[src/regen_sup_consts.vh]
`ifndef REGEN_SUP_CONSTS_VH
`define REGEN_SUP_CONSTS_VH
// clock and timing figures
`define CLK_HZ 200000000
`define CLK_KHZ 200000
`define FAST_PER_S 3
`define SLOW_PER_S 1
`define T_PRECHARGE_MS 10000
`define T_READY_MS 2000
`define T_PAUSE_MS 2000
// fault bit positions, fast codes first
`define NFAULT 11
`define F_FBUV 0
`define F_OT 1
`define F_DCOV 2
`define F_DIFF 3
`define F_SYNC 4
`define F_DRV 5
`define F_OC 6
`define F_PLOSS 7
`define F_DCUV 8
`define F_PRE 9
`define F_FREQ 10
`define F_FAST_LAST 4'h4
`define F_NONE 4'hF
// pin input positions
`define NIN 16
`define I_FB 0
`define I_OT 1
`define I_DCOV 2
`define I_DIFF 3
`define I_SYNC 4
`define I_SYNCX 5
`define I_DRV 6
`define I_OC0 7
`define I_OC2 9
`define I_PLOSS 10
`define I_DCUV 11
`define I_FREQ 12
`define I_EN 13
`define I_RCL 14
`define I_RA 15
// register byte addresses
`define A_CTRL 8'h00
`define A_STAT 8'h04
`define A_LAST 8'h08
`define A_HSEL 8'h0C
`define A_HFLT 8'h10
`define A_HTIM 8'h14
`define A_HCNT 8'h18
`define A_ELIF 8'h1C
`define A_EUSR 8'h20
`define A_UPT 8'h24
`define C_DISP 0
`define C_ERST 1
`define RESP_OKAY 2'h0
`define RESP_SLVERR 2'h2
`define HIST_DEPTH 50
`endif

[src/blink_seq.v]
`timescale 1ns/1ps
`default_nettype none
module blink_seq #(
  parameter [31:0] HALF_FAST = 32'd33333333,
  parameter [31:0] HALF_SLOW = 32'd100000000,
  parameter [31:0] PAUSE = 32'd400000000
) (
  input wire aclk,
  input wire aresetn,
  input wire run,
  input wire fast,
  input wire [2:0] count,
  output reg led_r,
  output reg done_r
);
  localparam [1:0] S_IDLE = 2'd0;
  localparam [1:0] S_ON = 2'd1;
  localparam [1:0] S_OFF = 2'd2;
  localparam [1:0] S_GAP = 2'd3;
  reg [1:0] state_r;
  reg [31:0] timer_r;
  reg [2:0] left_r;
  reg fast_r;
  wire [31:0] half = fast_r ? HALF_FAST : HALF_SLOW;
  // flash train: on half, off half, then a long dark gap
  always @(posedge aclk) begin
    done_r <= 1'b0;
    if (!aresetn || !run) begin
      state_r <= S_IDLE;
      timer_r <= 32'h0;
      left_r <= 3'h0;
      fast_r <= 1'b0;
      led_r <= 1'b0;
    end else if (state_r != S_IDLE && timer_r != 32'h0) begin
      timer_r <= timer_r - 32'h1;
    end else begin
      case (state_r)
        S_IDLE: begin
          fast_r <= fast;
          left_r <= count;
          timer_r <= (fast ? HALF_FAST : HALF_SLOW) - 32'h1;
          led_r <= 1'b1;
          state_r <= S_ON;
        end
        S_ON: begin
          led_r <= 1'b0;
          timer_r <= half - 32'h1;
          state_r <= S_OFF;
        end
        S_OFF: begin
          if (left_r <= 3'h1) begin
            timer_r <= PAUSE - 32'h1;
            state_r <= S_GAP;
          end else begin
            left_r <= left_r - 3'h1;
            led_r <= 1'b1;
            timer_r <= half - 32'h1;
            state_r <= S_ON;
          end
        end
        default: begin
          done_r <= 1'b1;
          state_r <= S_IDLE;
        end
      endcase
    end
  end
endmodule // blink_seq
`default_nettype wire

[src/fault_history.v]
`timescale 1ns/1ps
`default_nettype none
`include "regen_sup_consts.vh"
module fault_history (
  input wire aclk,
  input wire aresetn,
  input wire push,
  input wire [`NFAULT-1:0] push_fault,
  input wire [31:0] push_time,
  input wire [5:0] sel,
  output wire [`NFAULT-1:0] rd_fault,
  output wire [31:0] rd_time,
  output reg [5:0] count_r
);
  localparam [6:0] DEPTH = `HIST_DEPTH;
  reg [`NFAULT-1:0] flt_mem [0:`HIST_DEPTH-1];
  reg [31:0] tim_mem [0:`HIST_DEPTH-1];
  reg [5:0] ptr_r;
  // ring store; the oldest entry is overwritten when full
  always @(posedge aclk) begin
    if (!aresetn) begin
      ptr_r <= 6'h0;
      count_r <= 6'h0;
    end else if (push) begin
      flt_mem[ptr_r] <= push_fault;
      tim_mem[ptr_r] <= push_time;
      ptr_r <= (ptr_r == DEPTH[5:0] - 6'h1) ? 6'h0 : ptr_r + 6'h1;
      if (count_r != DEPTH[5:0]) begin
        count_r <= count_r + 6'h1;
      end
    end
  end
  // index 0 is the newest entry
  wire [6:0] raw = {1'b0, ptr_r} + DEPTH - 7'h1 - {1'b0, sel};
  wire [6:0] phys = (raw >= DEPTH) ? raw - DEPTH : raw;
  wire hit = sel < count_r;
  assign rd_fault = hit ? flt_mem[phys[5:0]] : {`NFAULT{1'b0}};
  assign rd_time = hit ? tim_mem[phys[5:0]] : 32'h0;
endmodule // fault_history
`default_nettype wire

[src/regen_fault_supervisor.v]
// Function
// - no display: red off in normal run, solid while enable is off.
// - no display: any fault flashes red with the active fault's code.
// - fast codes at three flashes a second, slow at one a second.
// - latching faults hold until enable toggles; others clear themselves.
// - ready contact opens on any fault, latched or not.
// - disabled plus recall input replays last fault state's codes in turn.
// - display units keep the 50 latest fault states with timestamps.
// - display units light red on any fault or enable off.
// - bus feedback failure latches, one fast flash.
// - overtemperature self-clears, two fast flashes.
// - absolute bus overvoltage latches, three fast flashes.
// - differential overvoltage latches, four fast flashes.
// - sync loss self-clears if regained, else latches; five fast flashes.
// - transistor driver error latches, one slow flash.
// - leg overcurrent on any of three legs latches, two slow flashes.
// - phase voltage loss self-clears, three slow flashes.
// - bus undervoltage self-clears, four slow flashes.
// - power-on precharge fault held ten seconds, five slow flashes.
// - line frequency detect failure holds until power off, six slow.
// - yellow lit while returning energy to the line; the code lights it only while enable is on and no fault is set.
// - green lit whenever powered.
// - lifetime energy total never zeroed; user total zeroed on request.
// - enable rising edge clears latches; no operation while disabled.
// - ready closes after two seconds enabled with no fault.
// - recall replay runs until enable returns.
//
// Added by the designer: the address map and the AXI4-Lite register port.
`timescale 1ns/1ps
`default_nettype none
`include "regen_sup_consts.vh"
module regen_fault_supervisor #(
  parameter [31:0] PRECHARGE_CYC = `T_PRECHARGE_MS * `CLK_KHZ,
  parameter [31:0] READY_CYC = `T_READY_MS * `CLK_KHZ,
  parameter [31:0] PAUSE_CYC = `T_PAUSE_MS * `CLK_KHZ,
  parameter [31:0] HALF_FAST_CYC = `CLK_HZ / (2 * `FAST_PER_S),
  parameter [31:0] HALF_SLOW_CYC = `CLK_HZ / (2 * `SLOW_PER_S),
  parameter [31:0] SEC_CYC = `CLK_HZ
) (
  input wire aclk,
  input wire aresetn,
  input wire [7:0] awaddr,
  input wire awvalid,
  output reg awready,
  input wire [31:0] wdata,
  input wire [3:0] wstrb,
  input wire wvalid,
  output reg wready,
  output reg [1:0] bresp,
  output reg bvalid,
  input wire bready,
  input wire [7:0] araddr,
  input wire arvalid,
  output reg arready,
  output reg [31:0] rdata,
  output reg [1:0] rresp,
  output reg rvalid,
  input wire rready,
  input wire fb_fail_in,
  input wire over_temp_in,
  input wire dc_over_in,
  input wire diff_over_in,
  input wire sync_lost_in,
  input wire sync_giveup_in,
  input wire drv_err_in,
  input wire [2:0] leg_oc_in,
  input wire phase_loss_in,
  input wire dc_under_in,
  input wire freq_fail_in,
  input wire enable_in,
  input wire recall_in,
  input wire regen_busy_in,
  input wire energy_tick,
  output reg ready_contact_r,
  output reg run_permit_r,
  output reg led_red_r,
  output reg led_yellow_r,
  output reg led_green_r
);
  // pin inputs gathered for synchronising
  wire [`NIN-1:0] pins = {regen_busy_in, recall_in, enable_in, freq_fail_in,
    dc_under_in, phase_loss_in, leg_oc_in, drv_err_in, sync_giveup_in,
    sync_lost_in, diff_over_in, dc_over_in, over_temp_in, fb_fail_in};
  reg [`NIN-1:0] s1_r;
  reg [`NIN-1:0] s2_r;
  reg [`NIN-1:0] s3_r;
  reg [`NIN-1:0] in_r;
  // three stages; a bit moves only when stages two and three agree
  always @(posedge aclk) begin
    if (!aresetn) begin
      s1_r <= {`NIN{1'b0}};
      s2_r <= {`NIN{1'b0}};
      s3_r <= {`NIN{1'b0}};
      in_r <= {`NIN{1'b0}};
    end else begin
      s1_r <= pins;
      s2_r <= s1_r;
      s3_r <= s2_r;
      in_r <= (s2_r & s3_r) | (in_r & (s2_r ^ s3_r));
    end
  end

  wire en = in_r[`I_EN];
  reg en_d_r;
  reg rcl_act_r;
  reg rcl_act_d_r;
  reg disp_r;
  reg erst_r;
  reg [5:0] hsel_r;
  wire clr = en & ~en_d_r;

  // precharge timer from power-on
  reg [31:0] pre_cnt_r;
  reg pre_busy_r;
  always @(posedge aclk) begin
    if (!aresetn) begin
      pre_cnt_r <= 32'h0;
      pre_busy_r <= 1'b1;
    end else if (pre_busy_r) begin
      if (pre_cnt_r >= PRECHARGE_CYC - 32'h1) begin
        pre_busy_r <= 1'b0;
      end else begin
        pre_cnt_r <= pre_cnt_r + 32'h1;
      end
    end
  end

  // latched faults: set beats a same-cycle clear
  reg [`NFAULT-1:0] lat_r;
  reg [`NFAULT-1:0] set_v;
  reg [`NFAULT-1:0] selfc_v;
  always @* begin
    set_v = {`NFAULT{1'b0}};
    selfc_v = {`NFAULT{1'b0}};
    set_v[`F_FBUV] = in_r[`I_FB];
    set_v[`F_DCOV] = in_r[`I_DCOV];
    set_v[`F_DIFF] = in_r[`I_DIFF];
    set_v[`F_SYNC] = in_r[`I_SYNCX];
    set_v[`F_DRV] = in_r[`I_DRV];
    set_v[`F_OC] = |in_r[`I_OC2:`I_OC0];
    set_v[`F_FREQ] = in_r[`I_FREQ];
    selfc_v[`F_OT] = in_r[`I_OT];
    selfc_v[`F_SYNC] = in_r[`I_SYNC];
    selfc_v[`F_PLOSS] = in_r[`I_PLOSS];
    selfc_v[`F_DCUV] = in_r[`I_DCUV];
    selfc_v[`F_PRE] = pre_busy_r;
  end

  // frequency bit is exempt from the enable clear: only reset drops it
  wire [`NFAULT-1:0] clr_mask = {1'b0, {(`NFAULT-1){clr}}};
  reg [`NFAULT-1:0] flt_r;
  wire any = |flt_r;
  always @(posedge aclk) begin
    if (!aresetn) begin
      lat_r <= {`NFAULT{1'b0}};
      flt_r <= {`NFAULT{1'b0}};
    end else begin
      lat_r <= (lat_r & ~clr_mask) | set_v;
      flt_r <= lat_r | selfc_v;
    end
  end

  // seconds since power-on for timestamps
  reg [31:0] sec_div_r;
  reg [31:0] uptime_r;
  always @(posedge aclk) begin
    if (!aresetn) begin
      sec_div_r <= 32'h0;
      uptime_r <= 32'h0;
    end else if (sec_div_r >= SEC_CYC - 32'h1) begin
      sec_div_r <= 32'h0;
      uptime_r <= uptime_r + 32'h1;
    end else begin
      sec_div_r <= sec_div_r + 32'h1;
    end
  end

  // most recent fault state: all faults seen while any stays set
  reg any_d_r;
  reg [`NFAULT-1:0] last_r;
  reg [31:0] stamp_r;
  always @(posedge aclk) begin
    if (!aresetn) begin
      any_d_r <= 1'b0;
      last_r <= {`NFAULT{1'b0}};
      stamp_r <= 32'h0;
    end else begin
      any_d_r <= any;
      if (any) begin
        last_r <= (any_d_r ? last_r : {`NFAULT{1'b0}}) | flt_r;
      end
      if (any && !any_d_r) begin
        stamp_r <= uptime_r;
      end
    end
  end

  wire hist_push = any_d_r & ~any & disp_r;
  wire [`NFAULT-1:0] h_flt;
  wire [31:0] h_tim;
  wire [5:0] h_cnt;
  fault_history u_hist (
    .aclk(aclk),
    .aresetn(aresetn),
    .push(hist_push),
    .push_fault(last_r),
    .push_time(stamp_r),
    .sel(hsel_r),
    .rd_fault(h_flt),
    .rd_time(h_tim),
    .count_r(h_cnt)
  );

  // first set bit at or after start, wrapping; none gives F_NONE
  function [3:0] first_set;
    input [`NFAULT-1:0] v;
    input [3:0] start;
    integer k;
    integer j;
    begin
      first_set = `F_NONE;
      for (k = `NFAULT - 1; k >= 0; k = k - 1) begin
        j = (start + k) % `NFAULT;
        if (v[j]) begin
          first_set = j[3:0];
        end
      end
    end
  endfunction

  // recall mode and blink index
  reg [3:0] rc_idx_r;
  wire blk_done;
  wire blk_led;
  always @(posedge aclk) begin
    if (!aresetn) begin
      en_d_r <= 1'b0;
      rcl_act_r <= 1'b0;
      rcl_act_d_r <= 1'b0;
      rc_idx_r <= `F_NONE;
    end else begin
      en_d_r <= en;
      rcl_act_d_r <= rcl_act_r;
      if (en) begin
        rcl_act_r <= 1'b0;
      end else if (in_r[`I_RCL] && !disp_r) begin
        rcl_act_r <= 1'b1;
      end
      if (rcl_act_r && !rcl_act_d_r) begin
        rc_idx_r <= first_set(last_r, 4'h0);
      end else if (rcl_act_r && blk_done) begin
        rc_idx_r <= first_set(last_r, rc_idx_r + 4'h1);
      end
    end
  end

  // live code is lowest set fault
  wire [3:0] live_idx = first_set(flt_r, 4'h0);
  wire [3:0] show_idx = rcl_act_r ? rc_idx_r : live_idx;
  wire show_fast = show_idx <= `F_FAST_LAST;
  wire [3:0] cnt4 = show_fast ? show_idx + 4'h1 : show_idx - `F_FAST_LAST;
  // mode change restarts the train so no code is cut into another
  wire blk_run = !disp_r && (rcl_act_r == rcl_act_d_r) && (show_idx != `F_NONE)
    && (rcl_act_r || any) && !blk_done;
  blink_seq #(
    .HALF_FAST(HALF_FAST_CYC),
    .HALF_SLOW(HALF_SLOW_CYC),
    .PAUSE(PAUSE_CYC)
  ) u_blink (
    .aclk(aclk),
    .aresetn(aresetn),
    .run(blk_run),
    .fast(show_fast),
    .count(cnt4[2:0]),
    .led_r(blk_led),
    .done_r(blk_done)
  );

  // ready delay counter
  reg [31:0] rdy_cnt_r;
  always @(posedge aclk) begin
    if (!aresetn || !en || any) begin
      rdy_cnt_r <= 32'h0;
    end else if (rdy_cnt_r < READY_CYC) begin
      rdy_cnt_r <= rdy_cnt_r + 32'h1;
    end
  end

  // indicators and contacts
  always @(posedge aclk) begin
    if (!aresetn) begin
      ready_contact_r <= 1'b0;
      run_permit_r <= 1'b0;
      led_red_r <= 1'b1;
      led_yellow_r <= 1'b0;
      led_green_r <= 1'b1;
    end else begin
      ready_contact_r <= en && !any && (rdy_cnt_r >= READY_CYC);
      run_permit_r <= en && !any;
      led_yellow_r <= in_r[`I_RA] && en && !any;
      led_green_r <= 1'b1;
      if (disp_r) begin
        led_red_r <= any || !en;
      end else if (rcl_act_r) begin
        led_red_r <= (last_r != {`NFAULT{1'b0}}) ? blk_led : 1'b1;
      end else if (any) begin
        led_red_r <= blk_led;
      end else begin
        led_red_r <= !en;
      end
    end
  end

  // energy totals
  reg [31:0] e_life_r;
  reg [31:0] e_user_r;
  always @(posedge aclk) begin
    if (!aresetn) begin
      e_life_r <= 32'h0;
      e_user_r <= 32'h0;
    end else begin
      e_life_r <= e_life_r + {31'h0, energy_tick};
      // user total reset; a tick in the same cycle survives
      e_user_r <= (erst_r ? 32'h0 : e_user_r) + {31'h0, energy_tick};
    end
  end

  // bus write: address and data in either order, response after both
  reg [7:0] wa_r;
  reg [31:0] wd_r;
  reg [3:0] ws_r;
  wire do_wr = !awready && !wready && !bvalid;
  wire wa_ok = (wa_r == `A_CTRL) || (wa_r == `A_STAT) || (wa_r == `A_LAST)
    || (wa_r == `A_HSEL) || (wa_r == `A_HFLT) || (wa_r == `A_HTIM)
    || (wa_r == `A_HCNT) || (wa_r == `A_ELIF) || (wa_r == `A_EUSR)
    || (wa_r == `A_UPT);
  always @(posedge aclk) begin
    erst_r <= 1'b0;
    if (!aresetn) begin
      awready <= 1'b1;
      wready <= 1'b1;
      bvalid <= 1'b0;
      bresp <= `RESP_OKAY;
      wa_r <= 8'h00;
      wd_r <= 32'h0;
      ws_r <= 4'h0;
      disp_r <= 1'b0;
      hsel_r <= 6'h0;
    end else begin
      if (awvalid && awready) begin
        wa_r <= awaddr;
        awready <= 1'b0;
      end
      if (wvalid && wready) begin
        wd_r <= wdata;
        ws_r <= wstrb;
        wready <= 1'b0;
      end
      if (do_wr) begin
        bvalid <= 1'b1;
        bresp <= wa_ok ? `RESP_OKAY : `RESP_SLVERR;
        awready <= 1'b1;
        wready <= 1'b1;
        if (wa_r == `A_CTRL && ws_r[0]) begin
          disp_r <= wd_r[`C_DISP];
          erst_r <= wd_r[`C_ERST];
        end
        if (wa_r == `A_HSEL && ws_r[0]) begin
          hsel_r <= wd_r[5:0];
        end
      end
      if (bvalid && bready) begin
        bvalid <= 1'b0;
      end
    end
  end

  // read mux; unmapped addresses answer zero with an error
  reg [31:0] rd_v;
  reg rd_ok;
  always @* begin
    rd_v = 32'h0;
    rd_ok = 1'b1;
    case (araddr)
      `A_CTRL: rd_v = {31'h0, disp_r};
      `A_STAT: rd_v = {17'h0, led_red_r, rcl_act_r, ready_contact_r, en, flt_r};
      `A_LAST: rd_v = {21'h0, last_r};
      `A_HSEL: rd_v = {26'h0, hsel_r};
      `A_HFLT: rd_v = {21'h0, h_flt};
      `A_HTIM: rd_v = h_tim;
      `A_HCNT: rd_v = {26'h0, h_cnt};
      `A_ELIF: rd_v = e_life_r;
      `A_EUSR: rd_v = e_user_r;
      `A_UPT: rd_v = uptime_r;
      default: rd_ok = 1'b0;
    endcase
  end

  always @(posedge aclk) begin
    if (!aresetn) begin
      arready <= 1'b1;
      rvalid <= 1'b0;
      rdata <= 32'h0;
      rresp <= `RESP_OKAY;
    end else if (arvalid && arready) begin
      arready <= 1'b0;
      rvalid <= 1'b1;
      rdata <= rd_v;
      rresp <= rd_ok ? `RESP_OKAY : `RESP_SLVERR;
    end else if (rvalid && rready) begin
      rvalid <= 1'b0;
      arready <= 1'b1;
    end
  end
endmodule // regen_fault_supervisor
`default_nettype wire

[config.mk]
export PLATFORM = sky130hd
export DESIGN_NAME = regen_fault_supervisor
export DESIGN_NICKNAME = d
export VERILOG_FILES = /design/src/blink_seq.v /design/src/fault_history.v /design/src/regen_fault_supervisor.v
export VERILOG_INCLUDE_DIRS = /design/src /design/src/src
export SDC_FILE = /design/constraint.sdc
export NUM_CORES = 2
export LEC_CHECK = 0
export ABC_CLOCK_PERIOD_IN_PS = 7200
export BUFFER_PORTS_ARGS = -buffer_cell sky130_fd_sc_hd__buf_4
export CORE_AREA = 2 2 468 470
export CTS_BUF_LIST = sky130_fd_sc_hd__clkbuf_2
export DETAILED_ROUTE_END_ITERATION = 6
export DIE_AREA = 0 0 470 472
export PLACE_DENSITY = 0.7
export SLEW_MARGIN = 10
export SYNTH_ARGS = -nofsm -noshare
export SYNTH_HDL_FRONTEND = slang
export SYNTH_SLANG_ARGS = --single-unit
[constraint.sdc]
create_clock -name aclk -period 7.2 [get_ports aclk]
set_input_delay 1.08 -clock aclk [delete_from_list [all_inputs] [get_ports aclk]]
set_output_delay 1.08 -clock aclk [all_outputs]
set_load 0.01 [all_outputs]
==> impl_metrics.csv <==
group,metric,value,unit
power_and_ir_drop,pwr-share-seq,61.9,%
run,maxCapViolCount,0,
floorplanning,boundaryPins,122,
worst_setup_path,critPathArrivalTime,7.89,ns
sta,fin_crit,6.15,ns
logic_synthesis,yosys.area_share.simple,8.99,%
sta,rsz0062_at_grt,"false",
logic_synthesis,synth-main-ff-cell,"edfxtp_1",
layout,fin_cells,11000,
placed_design,place_congestion,0.895,
sta,setup_viol,0,
logic_synthesis,synth_compound_area_share,5.43,%
grt,grt_pass1_vias,67200,
layout,fill_cells,17100,
logic_synthesis,synth_area_per_cell,15.3,um2
logic_synthesis,synthAdderAreaFrac,1.10,%
detailed_routing,dr.first_iter.drc_count,9232,
clocking,cts_setup_buffers,0,
floorplanning,die_h,472,um
logic_synthesis,synth.most_common_cell,"edfxtp_1",
layout,drive_above_1_share,24.0,%
worst_setup_path,crit_required,8.94,ns
sta,setup_tns,0,ns
worst_setup_path,path_cells,"inv_1, ha_1, ha_1, a21o_1, a21oi_1, xnor2_1, a31o_2, a21boi_1, xor2_4, nor2_1, nand3_1, a2111oi_0, a31oi_1",
placed_design,post_dp_cell_area,0.113,mm2
worst_setup_path,critical_path_class,"reg2reg",
clocking,clock_latency,1.97,ns
power_and_ir_drop,power_switching,6.14,mW
logic_synthesis,netlist_instances,7051,
layout,area_growth,10.9,%
grt,grt_overflow,0,
power_and_ir_drop,p_int,19.9,mW
logic_synthesis,synth_top_family_by_area,"multiplexers",
clocking,cts.sinks,2598,
worst_setup_path,crit_path_end_kind,"register",
logic_synthesis,synthMuxAreaShare,12.6,%
clocking,cts-root-buf,"clkbuf_2",
floorplanning,dieArea,0.222,mm2
worst_setup_path,slowest_stage,"nor2_1",
detailed_routing,first_pass_iters,6,
floorplanning,die_w,470,um
logic_synthesis,synth_warnings,0,
worst_setup_path,startpoint_type,"register",
worst_setup_path,rr_startpoint,"hsel_r[2]",
sta,fmax,163,MHz
sta,slew_violations,0,
grt,grt_max_degree,101,
placed_design,place_ws,1.21,ns
worst_setup_path,crit_path_frequent_cell,"ha_1",
detailed_routing,ant_nets,0,
placed_design,dp_cells,9837,
logic_synthesis,synth-edff-count,2150,
grt,grt_antenna_before_repair,7,
power_and_ir_drop,ir_drop,0.000107,V
power_and_ir_drop,p_per_area,218,mW/mm2
run_status,status,"complete, no violations",
floorplanning,coreArea,0.217,mm2
power_and_ir_drop,power_frac_comb,2.0,%
worst_setup_path,cp_num_buf_inv,1,
sta,fin_crit_sh,85.5,%
logic_synthesis,seq_area_frac_synth,68.3,%
power_and_ir_drop,p_leak,41.5,nW
power_and_ir_drop,clkPwrFrac,36.1,%
power_and_ir_drop,power.total,26.0,mW
floorplanning,start_util,49.8,%
detailed_routing,wl_per_cell,27.1,um
min_path,holdCritPathClass,"in2reg",
grt,grt_pass1_wl,436000,um
sta,fin_skew,0.172,ns
logic_synthesis,yosys.area.top_type_share,59.9,%
floorplanning,rows,171,
sta,setup_ws,1.05,ns
logic_synthesis,synthesis.area,0.108,mm2
logic_synthesis,async_reset_ff_share,0,%
logic_synthesis,synthTopCellsByCount,"edfxtp_1, nand2_1, mux4_2, nor2_1, dfxtp_1",
clocking,clockBufferDepth,4,
placed_design,hpwl,174000,um
layout,design_area,0.120,mm2
layout,final_nets,7903,
layout,multiInputGateArea,0.0327,mm2
logic_synthesis,synth-seq-cells,2598,
logic_synthesis,yosysTopAreaCell,"edfxtp_1",
worst_setup_path,crit_start,"hsel_r[2]",
placed_design,io_buffers,89,
detailed_routing,wirelength,299000,um
clocking,clkTransAtPathRegs,0.11,ns
worst_setup_path,crit_fanout,9,
min_path,hold_path_startpoint,"araddr[1]",
power_and_ir_drop,switching_share,23.6,%
worst_setup_path,crit_family,"compound AO/OA/AOI/OAI gates",
logic_synthesis,synth_cell_type_count,110,
clocking,cts_tree,"yes",
sta,hold_violations,0,
detailed_routing,viasPerCell,6.18,
sta,worstMarginPinSlew,1.37,ns
clocking,cts_buffers,636,
logic_synthesis,synth_xor_xnor_area_share,1.75,%
grt,grt_usage,26.5,%
detailed_routing,vias,68200,
detailed_routing,drc_errors,0,
clocking,cts_max_level,6,
logic_synthesis,synth_area_leaders,"edfxtp_1, mux4_2, dfxtp_1, nand2_1, nor2_1",
sta,maxSlewHeadroom,8.54,%
worst_setup_path,slowest_delay,1.04,ns
layout,seq_area,0.0735,mm2
[path summary, 6_finish.rpt]
kind	slack, ns	cells past startpoint	endpoint
max	1.05	13	rdata[7]
min	0.22	6	rdata[6]
max reg2reg	1.05	13	rdata[7]
min reg2reg	0.42	1	s2_r[2]
[cells by family after synthesis]
logic type      count (synthesis)
flops                        2598
simple gates                 2073
compound gates                891
mux                           695
buf+inv                       489
xor+xnor                      209
fa+ha+maj                      94
other cells                     2
[through the flow]
stage | hold WS (ns) | utilization (%)
final | 0.224 | 55.2
after floorplan | 0.412 | -
after global routing | 0.0976 | 55.2
after detailed placement | 0.423 | 52.2
after CTS | 0.0117 | 55.2
after global placement | 0.424 | 52.2
[repair_timing]
| item | 4_1_cts | 5_1_grt |
|---|---|---|
| gates resized for setup | 0 | 0 |
| hold buffers | 112 | 0 |
| hold endpoints to repair | 178 | 0 |
[layer usage]
layer | wire (um) | share of wire, % | track usage [%] | up-vias
met5 | 34 | 0.011 | 0 | -
met1 | 117000 | 39 | 37.0 | 34400
li1 | - | - | - | 29100
met2 | 138000 | 46 | 40.7 | 4141
met3 | 34000 | 11 | 6.34 | 583
met4 | 9960 | 3.3 | 9.84 | 4
[cell type report]
class / instances / share of cell area (%)
Sequential cell: 2598 / 61.5
Clock inverter: 154 / 0.633
Clock buffer: 930 / 3.89
Antenna cell: 13 / 0.0272
Multi-Input combinational cell: 3969 / 27.4
Timing Repair Buffer: 427 / 3.18
Inverter: 102 / 0.333
Tap cell: 2854 / 2.99
[power by group through the flow]
stage | registers, mW | logic, mW | clock network [mW]
final | 16.1 | 0.513 | 9.40
after global routing | 16.1 | 0.554 | 10.4
after CTS | 16.1 | 0.497 | 9.57
after detailed placement | 16.5 | 0.446 | 0
after global placement | 16.5 | 0.434 | 0
after floorplan | 16.5 | 0.297 | 0
[placed cells by master, fill, tap and decap left out, types with 125 or more instances in the layout]
cell / count
nor2_1: 464
edfxtp_1: 2150
o21ai_0: 137
nand3_1: 268
mux2i_1: 148
mux4_2: 529
dfxtp_1: 435
nand2_1: 685
a21oi_1: 304
clkinv_1: 125
clkbuf_2: 930
buf_4: 290
[state kept, by name, indices dropped and copies added (netlist names), 8 cells and up]
signal and cells:
in_r 16, flt_r 11, stamp_r 32, u_hist.tim_mem 1600, e_user_r 32, lat_r 11
rdata 32, u_hist.flt_mem 550, s1_r 16, rdy_cnt_r 32, s2_r 16, e_life_r 32
s3_r 16, uptime_r 32, pre_cnt_r 32, wa_r 8, last_r 11, u_blink.timer_r 32
sec_div_r 32
[worst min-delay path: stages]
cell and delay, ns:
buf_4 0.09, or3_1 0.36, nor4_2 0.10, buf_4 0.22, a31oi_1 0.16, a21oi_1 0.08
Power figures use the tool's default switching activity.
